## src/common/acr_pkg.sv

```systemverilog
// constants of the mmio reset and capability register bank
package acr_pkg;
   localparam int AW = 16;
   localparam int DW = 64;
   localparam int NGRP = 2;
   localparam int NWQ = 2;
   // byte offsets of registers and tables
   localparam logic [15:0] OFF_VERSION  = 16'h0000;
   localparam logic [15:0] OFF_GENERAL_CAPABILITIES   = 16'h0010;
   localparam logic [15:0] OFF_TBLOFF   = 16'h0060;
   localparam logic [15:0] OFF_GENCFG   = 16'h0080;
   localparam logic [15:0] OFF_GENCTRL  = 16'h0088;
   localparam logic [15:0] OFF_GENSTS   = 16'h0090;
   localparam logic [15:0] OFF_INTCAUSE = 16'h0098;
   localparam logic [15:0] OFF_CMD      = 16'h00a0;
   localparam logic [15:0] OFF_CMDSTS   = 16'h00a8;
   localparam logic [15:0] OFF_SWERR    = 16'h00c0;
   localparam logic [15:0] OFF_PERM     = 16'h0400;
   localparam logic [15:0] OFF_GRPCFG   = 16'h0600;
   localparam logic [15:0] OFF_WQCFG    = 16'h0800;
   localparam logic [15:0] OFF_PERF     = 16'h2000;
   localparam logic [15:0] OFF_MSIX     = 16'h4000;
   localparam logic [15:0] OFF_PBA      = 16'h5000;
   localparam logic [15:0] OFF_IMS      = 16'h8000;
   localparam logic [15:0] GRP_STRIDE   = 16'h0040;
   localparam logic [15:0] WQ_STRIDE    = 16'h0020;
   localparam logic [15:0] QW           = 16'h0008;
   // identity and capability values (arbitrary)
   localparam logic [7:0] VER_MAJOR = 8'h01;
   localparam logic [7:0] VER_MINOR = 8'h00;
   localparam logic [7:0] CAP_MAXDESC = 8'h20;
   localparam logic CAP_CFGSUP = 1'b1;
   localparam logic [5:0] CAP_IMSSZ = 6'h01;
   localparam logic [3:0] CAP_BATCH = 4'h5;
   localparam logic [20:0] CAP_LOW = 21'h000000;
   localparam int CFGSUP_BIT = 31;
   localparam logic [63:0] VERSION_VAL = {48'h0, VER_MAJOR, VER_MINOR};
   localparam logic [63:0] GENERAL_CAPABILITIES_VAL =
      {24'h0, CAP_MAXDESC, CAP_CFGSUP, CAP_IMSSZ, CAP_BATCH, CAP_LOW};
   // table offsets in units of 256 bytes: ims, perf, wq, grp, perm
   localparam logic [63:0] TBLOFF_VAL = {24'h0, OFF_IMS[15:8], OFF_PERF[15:8],
      OFF_WQCFG[15:8], OFF_GRPCFG[15:8], OFF_PERM[15:8]};
   // reset values and field positions
   localparam logic [7:0] TOTAL_BW_TOKENS = 8'h10;
   localparam logic [63:0] GRP_RST_VAL = {56'h0, TOTAL_BW_TOKENS};
   localparam logic [63:0] GRP_FIXED = 64'h0000_0001_0000_0010;
   localparam logic [63:0] WQ_FIXED = 64'h0000_0000_0000_0010;
   localparam logic [63:0] WQ_RO_MASK = 64'h0000_0000_0000_ffff;
   localparam logic [15:0] PERF_FILT_RST = 16'hffff;
   localparam logic [63:0] IMS_ADDR_RST = 64'h0000_0000_fee0_0000;
   localparam int MASK_BIT = 32;
   localparam int PASIDEN_BIT = 33;
   localparam int IGN_BIT = 34;
   localparam int PEND_BIT = 35;
   localparam int PASID_LSB = 36;
   localparam int ACTIVE_BIT = 31;
   localparam int SWERR_CODE_LSB = 8;
endpackage

```

## src/hdl/acr_regs.sv

```systemverilog
// mmio register bank: capabilities, configuration and per-reset values
`timescale 1ns/10ps
// Contract
// - capability and table-offset registers are constant
// - config, control, status, cause, tables reset zero
// - group entry resets tokens to total tokens
// - perfmon filters reset ffff, others zero
// - msix and ims entries reset masked, ims address fixed
// - general and group config locked unless disabled
// - without config support, fixed values at reset
// - capability bit 31 reports configurability
// - tables live at offsets the offset register reports
// - version register: major 15:8, minor 7:0
// - capability 39:32 gives descriptors in progress
// - capability 30:25 gives storage size over 256
// - capability 24:21 gives log2 max batch
module acr_regs (
   input  wire logic        clk,
   input  wire logic        rst,
   input  wire logic        flr_req,
   input  wire logic        sw_reset,
   input  wire logic        dev_enabled,
   input  wire logic [3:0]  int_event,
   input  wire logic        cmd_done,
   input  wire logic [7:0]  cmd_result,
   input  wire logic        sw_err_valid,
   input  wire logic [7:0]  sw_err_code,
   input  wire logic        perf_event,
   input  wire logic [15:0] mmio_addr,
   input  wire logic        mmio_rd,
   input  wire logic        mmio_wr,
   input  wire logic [63:0] mmio_wdata,
   output logic      [63:0] mmio_rdata,
   output logic             mmio_rvalid,
   output logic      [63:0] gen_config,
   output logic      [63:0] gen_control,
   output logic      [31:0] command
);
   logic [63:0] gen_cfg_r;
   logic [63:0] gen_ctrl_r;
   logic        gen_sts_r;
   logic [3:0]  int_cause_r;
   logic [31:0] cmd_r;
   logic [31:0] cmd_sts_r;
   logic [15:0] sw_err_r;
   logic [63:0] perm_r;
   logic [63:0] grp_r [acr_pkg::NGRP];
   logic [63:0] wq_r [acr_pkg::NWQ];
   logic [15:0] perf_filt_r;
   logic [63:0] perf_cnt_r;
   logic [63:0] msix_addr_r;
   logic [31:0] msix_data_r;
   logic        msix_mask_r;
   logic        pba_r;
   logic [63:0] ims_addr_r;
   logic [63:0] ims_ctl_r;
   logic [63:0] rd_nxt;
   logic        any_rst;
   logic        cfg_sup;
   logic [63:0] grp_init;
   logic [63:0] wq_init;
   // qword address match
   function automatic logic hit(input logic [15:0] a, input logic [15:0] off);
      hit = (a[15:3] == off[15:3]);
   endfunction
   // every reset source that is not the async one
   assign any_rst = flr_req | sw_reset;
   assign cfg_sup = acr_pkg::GENERAL_CAPABILITIES_VAL[acr_pkg::CFGSUP_BIT];
   // group and wq start-up contents depend on config support
   assign grp_init = cfg_sup ? acr_pkg::GRP_RST_VAL : acr_pkg::GRP_FIXED;
   assign wq_init = cfg_sup ? 64'h0 : acr_pkg::WQ_FIXED;
   // general configuration, writable only while disabled
   always_ff @(posedge clk or posedge rst) begin
      if (rst) begin
         gen_cfg_r <= 64'h0;
      end else if (any_rst) begin
         gen_cfg_r <= 64'h0;
      end else if (mmio_wr && hit(mmio_addr, acr_pkg::OFF_GENCFG) && !dev_enabled) begin
         gen_cfg_r <= mmio_wdata;
      end
   end
   // general control and status
   always_ff @(posedge clk or posedge rst) begin
      if (rst) begin
         gen_ctrl_r <= 64'h0;
         gen_sts_r <= 1'b0;
      end else if (any_rst) begin
         gen_ctrl_r <= 64'h0;
         gen_sts_r <= 1'b0;
      end else begin
         gen_sts_r <= dev_enabled;
         if (mmio_wr && hit(mmio_addr, acr_pkg::OFF_GENCTRL)) begin
            gen_ctrl_r <= mmio_wdata;
         end
      end
   end
   // interrupt cause: sticky, write one to clear, a new event wins
   always_ff @(posedge clk or posedge rst) begin
      if (rst) begin
         int_cause_r <= 4'h0;
      end else if (any_rst) begin
         int_cause_r <= 4'h0;
      end else if (mmio_wr && hit(mmio_addr, acr_pkg::OFF_INTCAUSE)) begin
         int_cause_r <= (int_cause_r & ~mmio_wdata[3:0]) | int_event;
      end else begin
         int_cause_r <= int_cause_r | int_event;
      end
   end
   // command and its status: cleared by hard resets, kept on software reset
   always_ff @(posedge clk or posedge rst) begin
      if (rst) begin
         cmd_r <= 32'h0;
         cmd_sts_r <= 32'h0;
      end else if (flr_req) begin
         cmd_r <= 32'h0;
         cmd_sts_r <= 32'h0;
      end else if (mmio_wr && hit(mmio_addr, acr_pkg::OFF_CMD) && !sw_reset) begin
         cmd_r <= mmio_wdata[31:0];
         cmd_sts_r <= 32'h0;
         cmd_sts_r[acr_pkg::ACTIVE_BIT] <= 1'b1;
      end else if (cmd_done && !sw_reset) begin
         cmd_sts_r <= {24'h0, cmd_result}; // completion drops active
      end
   end
   // software error: valid in bit 0, write one to clear, capture only while bit 0 is clear
   always_ff @(posedge clk or posedge rst) begin
      if (rst) begin
         sw_err_r <= 16'h0;
      end else if (flr_req) begin
         sw_err_r <= 16'h0;
      end else if (sw_reset) begin
         sw_err_r <= sw_err_r;
      end else if (sw_err_valid && !sw_err_r[0]) begin
         sw_err_r <= {sw_err_code, 8'h01};
      end else if (mmio_wr && hit(mmio_addr, acr_pkg::OFF_SWERR) && mmio_wdata[0]) begin
         sw_err_r <= 16'h0;
      end
   end
   // permissions table entry
   always_ff @(posedge clk or posedge rst) begin
      if (rst) begin
         perm_r <= 64'h0;
      end else if (any_rst) begin
         perm_r <= 64'h0;
      end else if (mmio_wr && hit(mmio_addr, acr_pkg::OFF_PERM)) begin
         perm_r <= mmio_wdata;
      end
   end
   // group configuration entries
   for (genvar g = 0; g < acr_pkg::NGRP; g++) begin : g_grp
      localparam logic [15:0] GA = acr_pkg::OFF_GRPCFG + 16'(g) * acr_pkg::GRP_STRIDE;
      always_ff @(posedge clk or posedge rst) begin
         if (rst) begin
            grp_r[g] <= acr_pkg::CAP_CFGSUP ? acr_pkg::GRP_RST_VAL : acr_pkg::GRP_FIXED;
         end else if (any_rst) begin
            grp_r[g] <= grp_init;
         end else if (mmio_wr && hit(mmio_addr, GA) && !dev_enabled && cfg_sup) begin
            grp_r[g] <= mmio_wdata;
         end
      end
   end
   // work-queue configuration entries; fixed fields hold without support
   for (genvar w = 0; w < acr_pkg::NWQ; w++) begin : g_wq
      localparam logic [15:0] WA = acr_pkg::OFF_WQCFG + 16'(w) * acr_pkg::WQ_STRIDE;
      always_ff @(posedge clk or posedge rst) begin
         if (rst) begin
            wq_r[w] <= acr_pkg::CAP_CFGSUP ? 64'h0 : acr_pkg::WQ_FIXED;
         end else if (any_rst) begin
            wq_r[w] <= wq_init;
         end else if (mmio_wr && hit(mmio_addr, WA) && !dev_enabled) begin
            if (cfg_sup) begin
               wq_r[w] <= mmio_wdata;
            end else begin
               wq_r[w] <= (mmio_wdata & ~acr_pkg::WQ_RO_MASK)
                        | (wq_r[w] & acr_pkg::WQ_RO_MASK);
            end
         end
      end
   end
   // performance monitor filter and event counter
   always_ff @(posedge clk or posedge rst) begin
      if (rst) begin
         perf_filt_r <= acr_pkg::PERF_FILT_RST;
         perf_cnt_r <= 64'h0;
      end else if (any_rst) begin
         perf_filt_r <= acr_pkg::PERF_FILT_RST;
         perf_cnt_r <= 64'h0;
      end else begin
         if (mmio_wr && hit(mmio_addr, acr_pkg::OFF_PERF)) begin
            perf_filt_r <= mmio_wdata[15:0];
         end
         if (mmio_wr && hit(mmio_addr, acr_pkg::OFF_PERF + acr_pkg::QW)) begin
            perf_cnt_r <= mmio_wdata;
         end else if (perf_event) begin
            perf_cnt_r <= perf_cnt_r + 64'h1;
         end
      end
   end
   // msix entry and its pending bit
   always_ff @(posedge clk or posedge rst) begin
      if (rst) begin
         msix_addr_r <= 64'h0;
         msix_data_r <= 32'h0;
         msix_mask_r <= 1'b1;
         pba_r <= 1'b0;
      end else if (any_rst) begin
         msix_addr_r <= 64'h0;
         msix_data_r <= 32'h0;
         msix_mask_r <= 1'b1;
         pba_r <= 1'b0;
      end else begin
         if (mmio_wr && hit(mmio_addr, acr_pkg::OFF_MSIX)) begin
            msix_addr_r <= mmio_wdata;
         end
         if (mmio_wr && hit(mmio_addr, acr_pkg::OFF_MSIX + acr_pkg::QW)) begin
            msix_data_r <= mmio_wdata[31:0];
            msix_mask_r <= mmio_wdata[acr_pkg::MASK_BIT];
         end
         // held while masked, released once unmasked
         if (|int_event && msix_mask_r) begin
            pba_r <= 1'b1;
         end else if (!msix_mask_r) begin
            pba_r <= 1'b0;
         end
      end
   end
   // interrupt message storage entry; pending is hardware owned
   always_ff @(posedge clk or posedge rst) begin
      if (rst) begin
         ims_addr_r <= acr_pkg::IMS_ADDR_RST;
         ims_ctl_r <= 64'h0;
         ims_ctl_r[acr_pkg::MASK_BIT] <= 1'b1;
      end else if (any_rst) begin
         ims_addr_r <= acr_pkg::IMS_ADDR_RST;
         ims_ctl_r <= 64'h0;
         ims_ctl_r[acr_pkg::MASK_BIT] <= 1'b1;
      end else begin
         if (mmio_wr && hit(mmio_addr, acr_pkg::OFF_IMS)) begin
            ims_addr_r <= mmio_wdata;
         end
         if (mmio_wr && hit(mmio_addr, acr_pkg::OFF_IMS + acr_pkg::QW)) begin
            ims_ctl_r[34:0] <= mmio_wdata[34:0];
            ims_ctl_r[55:36] <= mmio_wdata[55:36];
         end
         if (|int_event && ims_ctl_r[acr_pkg::MASK_BIT]) begin
            ims_ctl_r[acr_pkg::PEND_BIT] <= 1'b1;
         end else if (!ims_ctl_r[acr_pkg::MASK_BIT]) begin
            ims_ctl_r[acr_pkg::PEND_BIT] <= 1'b0;
         end
      end
   end
   // read decode; unmapped words read zero
   always_comb begin
      rd_nxt = 64'h0;
      if (hit(mmio_addr, acr_pkg::OFF_VERSION)) rd_nxt = acr_pkg::VERSION_VAL;
      if (hit(mmio_addr, acr_pkg::OFF_GENERAL_CAPABILITIES)) rd_nxt = acr_pkg::GENERAL_CAPABILITIES_VAL;
      if (hit(mmio_addr, acr_pkg::OFF_TBLOFF)) rd_nxt = acr_pkg::TBLOFF_VAL;
      if (hit(mmio_addr, acr_pkg::OFF_GENCFG)) rd_nxt = gen_cfg_r;
      if (hit(mmio_addr, acr_pkg::OFF_GENCTRL)) rd_nxt = gen_ctrl_r;
      if (hit(mmio_addr, acr_pkg::OFF_GENSTS)) rd_nxt = {63'h0, gen_sts_r};
      if (hit(mmio_addr, acr_pkg::OFF_INTCAUSE)) rd_nxt = {60'h0, int_cause_r};
      if (hit(mmio_addr, acr_pkg::OFF_CMD)) rd_nxt = {32'h0, cmd_r};
      if (hit(mmio_addr, acr_pkg::OFF_CMDSTS)) rd_nxt = {32'h0, cmd_sts_r};
      if (hit(mmio_addr, acr_pkg::OFF_SWERR)) rd_nxt = {48'h0, sw_err_r};
      if (hit(mmio_addr, acr_pkg::OFF_PERM)) rd_nxt = perm_r;
      for (int g = 0; g < acr_pkg::NGRP; g++) begin
         if (hit(mmio_addr, acr_pkg::OFF_GRPCFG + 16'(g) * acr_pkg::GRP_STRIDE)) begin
            rd_nxt = grp_r[g];
         end
      end
      for (int w = 0; w < acr_pkg::NWQ; w++) begin
         if (hit(mmio_addr, acr_pkg::OFF_WQCFG + 16'(w) * acr_pkg::WQ_STRIDE)) begin
            rd_nxt = wq_r[w];
         end
      end
      if (hit(mmio_addr, acr_pkg::OFF_PERF)) rd_nxt = {48'h0, perf_filt_r};
      if (hit(mmio_addr, acr_pkg::OFF_PERF + acr_pkg::QW)) rd_nxt = perf_cnt_r;
      if (hit(mmio_addr, acr_pkg::OFF_MSIX)) rd_nxt = msix_addr_r;
      if (hit(mmio_addr, acr_pkg::OFF_MSIX + acr_pkg::QW)) begin
         rd_nxt = {31'h0, msix_mask_r, msix_data_r};
      end
      if (hit(mmio_addr, acr_pkg::OFF_PBA)) rd_nxt = {63'h0, pba_r};
      if (hit(mmio_addr, acr_pkg::OFF_IMS)) rd_nxt = ims_addr_r;
      if (hit(mmio_addr, acr_pkg::OFF_IMS + acr_pkg::QW)) rd_nxt = ims_ctl_r;
   end
   // registered read answer, one cycle after the strobe
   always_ff @(posedge clk or posedge rst) begin
      if (rst) begin
         mmio_rdata <= 64'h0;
         mmio_rvalid <= 1'b0;
      end else begin
         mmio_rvalid <= mmio_rd;
         mmio_rdata <= mmio_rd ? rd_nxt : 64'h0;
      end
   end
   assign gen_config = gen_cfg_r;
   assign gen_control = gen_ctrl_r;
   assign command = cmd_r;
endmodule

```

## config.mk

```make
export PLATFORM = sky130hd
export DESIGN_NAME = acr_regs
export DESIGN_NICKNAME = d
export VERILOG_FILES = /design/src/common/acr_pkg.sv /design/src/hdl/acr_regs.sv
export SDC_FILE = /design/constraint.sdc
export NUM_CORES = 2
export LEC_CHECK = 0
export ABC_AREA = 1
export ABC_CLOCK_PERIOD_IN_PS = 46800
export BUFFER_PORTS_ARGS = -buffer_cell sky130_fd_sc_hd__buf_2
export CORE_MARGIN = 4
export CORE_UTILIZATION = 40
export CTS_CLUSTER_SIZE = 28
export DETAILED_ROUTE_END_ITERATION = 8
export HOLD_SLACK_MARGIN = 0.12
export MAX_ROUTING_LAYER = met4
export PLACE_DENSITY = 0.67
export SETUP_SLACK_MARGIN = 0.4
export SYNTH_ARGS = -nofsm -noshare
export SYNTH_HDL_FRONTEND = slang
export SYNTH_SLANG_ARGS = --single-unit
```

## constraint.sdc

```tcl
create_clock -name clk -period 46.8 [get_ports clk]
set_input_delay 2.34 -clock clk [delete_from_list [all_inputs] [get_ports clk]]
set_output_delay 2.34 -clock clk [all_outputs]
set_load 0.02 [all_outputs]
```

==> flow_summary.json <==
{
  "cts_htree_levels": 3,
  "largest_stage_delay_on_the_critical_path_ns": 0.80,
  "timing.slew.headroom_pct": 16.6,
  "worst-setup-path-type": "in2reg",
  "num_vias": 37300,
  "clkLatencyLatePin_ns": 0.68,
  "synth_top_area_cell": "dfrtp_1",
  "grt_overflow": 0,
  "viasPerCell": 5.54,
  "synth-warning-count": 0,
  "min_period_over_period_pct": 17.0,
  "post-route-cell-area_um2": 46900,
  "drt_first_pass_iters": 6,
  "cp_slowest_cell": "nor2_1",
  "setup_tns_ns": 0,
  "dieWidth_um": 328,
  "grt_pass1_wl_mm": 225,
  "cts_post_setup_buffers_inserted": 0,
  "finalHoldViolations": 0,
  "run_status": "finished clean",
  "synth-main-ff-cell": "dfrtp_1",
  "clk_slew_on_worst_s_h_paths_ns": 0.06,
  "ys_types": 48,
  "hold_path_class": "reg2reg",
  "worstPathMaxFanout": 95,
  "largest_net_degree_at_the_start_of_global_routing": 96,
  "number_of_enable_flip_flop_cells_after_synthesis": 0,
  "place_hpwl_mm": 104,
  "placement_rows": 117,
  "place_area_um2": 43700,
  "drcViolationCount": 0,
  "chipHeight_um": 328,
  "syn_area_um2": 40900,
  "grt_usage_pct": 28.4,
  "antenna_found_initial": 16,
  "timing_max_transition_violations_final": 0,
  "timing_worst_slew_pin_value_ns": 1.25,
  "async_flop_share_pct": 100,
  "postSynthRegisterBits": 866,
  "worst-endpoint-required_ns": 47.38,
  "mostFrequentLayoutCell": "nand2_1",
  "maximum_vdd_drop_mv": 0.0245,
  "core_area_um2": 102000,
  "mostFrequentLayoutCells": "nand2_1, o21ai_0, dfrtp_1",
  "setup_viol": 0,
  "post-route-min-period_ns": 7.94,
  "gr-max-usage-layer": "met1",
  "final_gp_congestion": 0.953,
  "fmax_ghz": 0.126,
  "gate_count_after_technology_mapping": 5097,
  "synth_area_per_cell_um2": 8.02,
  "finalNetCount": 5393,
  "fill_count": 9979,
  "rsz0062_at_grt": "no",
  "clk_path_buf_depth": 3,
  "design.die.area_um2": 107000,
  "grt_pass1_vias": 34600,
  "area_growth_syn_to_layout_pct": 14.6,
  "grt_util_met2_pct": 38.7,
  "cts_root_buf": "clkbuf_16",
  "cp_data_arrival_time_ns": 8.52,
  "cts_inserted_buffers": 91,
  "postSynthNetCount": 5208,
  "critical_path.reg2reg.startpoint": "perf_cnt_r[0]",
  "post_cts_resize_count": 0,
  "tritoncts": "built",
  "initial_standard_cell_utilization_of_the_core_pct": 40.3,
  "worstSetupStartpointType": "input pin",
  "holdBufCountCts": 0,
  "fin_skew_ns": 0.0365,
  "drv_cap": 0,
  "synth_sequential_area_ratio_pct": 53.1,
  "drt-wirelength-per-cell_um": 22.4,
  "crit_path_end": "perf_cnt_r[3]",
  "power_per_cell_area_nw_per_um2": 36.0,
  "ant_nets": 0,
  "rr_worst_depth": 20,
  "critical_path.startpoint": "mmio_addr[9]",
  "worst_setup_path_end_kind": "flop",
  "drt-total-wl_mm": 151,
  "drt_iter0_drc": 4687,
  "synth_top_cell_area_share_pct": 51.2,
  "reg2reg_setup_slack_ns": 43.70,
  "total_leakage_power_nw": 21.9,
  "pre_cts_slack_ns": 38.35,
  "place.port_buffers": 331,
  "post-route-worst-setup-slack_ns": 38.86,
  "cells_along_the_critical_path": "buf_2 -> nor2_1 -> nand2_1 -> nor2_1 -> nand2_1 -> inv_2 -> nand2_2 -> buf_4 -> nor2_2 -> buf_4 -> inv_2 -> nand2_1 -> inv_2 -> buf_4 -> nand2_2 -> buf_4 -> inv_2 -> nor2_1 -> inv_1 -> o21ai_0",
  "layout-drive-gt1-share_pct": 12.5,
  "worst_r2r_endpoint": "perf_cnt_r[58]",
  "clkSinkCount": 866,
  "grt.met3_usage_pct": 9.49,
  "grt.met1_usage_pct": 39.3,
  "ios": 335,
  "synth_area_leaders": "dfrtp_1, o21ai_0, nand2_1"
}
-- registers in the layout (all words and copies together), names as in the netlist, 32 cells and up --
register	cells
grp_r	128
command	32
ims_addr_r	64
gen_config	64
mmio_rdata	64
ims_ctl_r	56
perf_cnt_r	64
wq_r	128
perm_r	64
msix_addr_r	64
msix_data_r	32
gen_control	64
-- layout make-up --
class | instances | area [µm²] | area share [%]
multi-input combinational | 3280 | 15600 | 33.4
inverter | 639 | 2410 | 5.13
clock inverter | 38 | 468 | 0.998
tap | 1368 | 1710 | 3.65
clock buffer | 130 | 2710 | 5.77
timing repair buffer | 404 | 2200 | 4.70
sequential | 866 | 21700 | 46.3
antenna | 15 | 37.5 | 0.0801
-- worst max-delay path: cells and delay by family --
| kind | cells | cell delay (ns) |
|---|---|---|
| simple gates | 9 | 2.27 |
| compound gates | 1 | 0.24 |
| buf+inv | 10 | 3.52 |
-- how the worst min path moves through the flow --
stage / start / end / slack, ns / cells past startpoint
5_1_grt: ims_addr_r[28] / ims_addr_r[28] / 0.49 / 2
6_report: ims_addr_r[28] / ims_addr_r[28] / 0.47 / 2
4_1_cts: ims_addr_r[28] / ims_addr_r[28] / 0.47 / 2
3_3_place_gp: ims_addr_r[28] / ims_addr_r[28] / 0.45 / 2
3_5_place_dp: ims_addr_r[28] / ims_addr_r[28] / 0.46 / 2
2_1_floorplan: ims_addr_r[28] / ims_addr_r[28] / 0.44 / 2
-- layer usage --
metal	share of wire [%]	wire length [µm]	up-vias
met5	0	0	-
met4	3.8	5670	0
met3	13	18900	264
met2	41	62300	1895
met1	42	64100	18100
li1	-	-	17100
-- per-stage QoR --
step	total power [W]	std cells	util (%)	hold WS (ns)
after floorplan	0.000877	5097	-	0.444
after global placement	0.000923	6557	43.0	0.454
after detailed placement	0.000926	6557	43.0	0.457
after CTS	0.00169	6725	46.1	0.466
after global routing	0.00174	6736	46.1	0.489
final	0.00169	6740	46.1	0.469
-- synth_stat cells, types with 2 or more instances --
master	count
a211oi_1	3
a21oi_1	226
a221oi_1	2
a31o_2	8
a31oi_1	12
buf_1	14
buf_2	39
clkbuf_1	258
clkinv_1	6
dfrtp_1	836
dfstp_2	30
inv_1	624
inv_2	9
mux2i_1	2
nand2_1	1270
nand2_2	12
nand3_1	57
nand3b_1	13
nand4_1	15
nand4_2	2
nor2_1	167
nor2_2	16
nor2_4	6
nor3_1	34
nor3_2	3
nor4_1	10
o2111ai_1	14
o211a_1	9
o211ai_1	105
o21ai_0	1132
o21ai_1	9
o21bai_1	15
o221ai_1	27
o22ai_1	76
o31ai_1	5
or2_2	2
xnor2_1	3
xor2_1	16
-- cell families (layout without fill, tap and decap cells) --
group | after synthesis | in the layout | synth area share (%)
mux | 2 | 2 | 0.0490
fa+ha+maj | 1 | 1 | 0.0306
compound gates | 1646 | 1646 | 21.8
xor+xnor | 19 | 19 | 0.407
simple gates | 1612 | 1612 | 15.8
flops | 866 | 866 | 53.1
other cells | 0 | 15 | 0
buf+inv | 951 | 1211 | 8.86
-- where the power goes --
group | switching (W) | internal (W)
combinational | 0.0000927 | 0.0000251
clock | 0.000318 | 0.000453
sequential | 0.0000155 | 0.000781
Note: power is estimated with default switching activity, not from simulation.
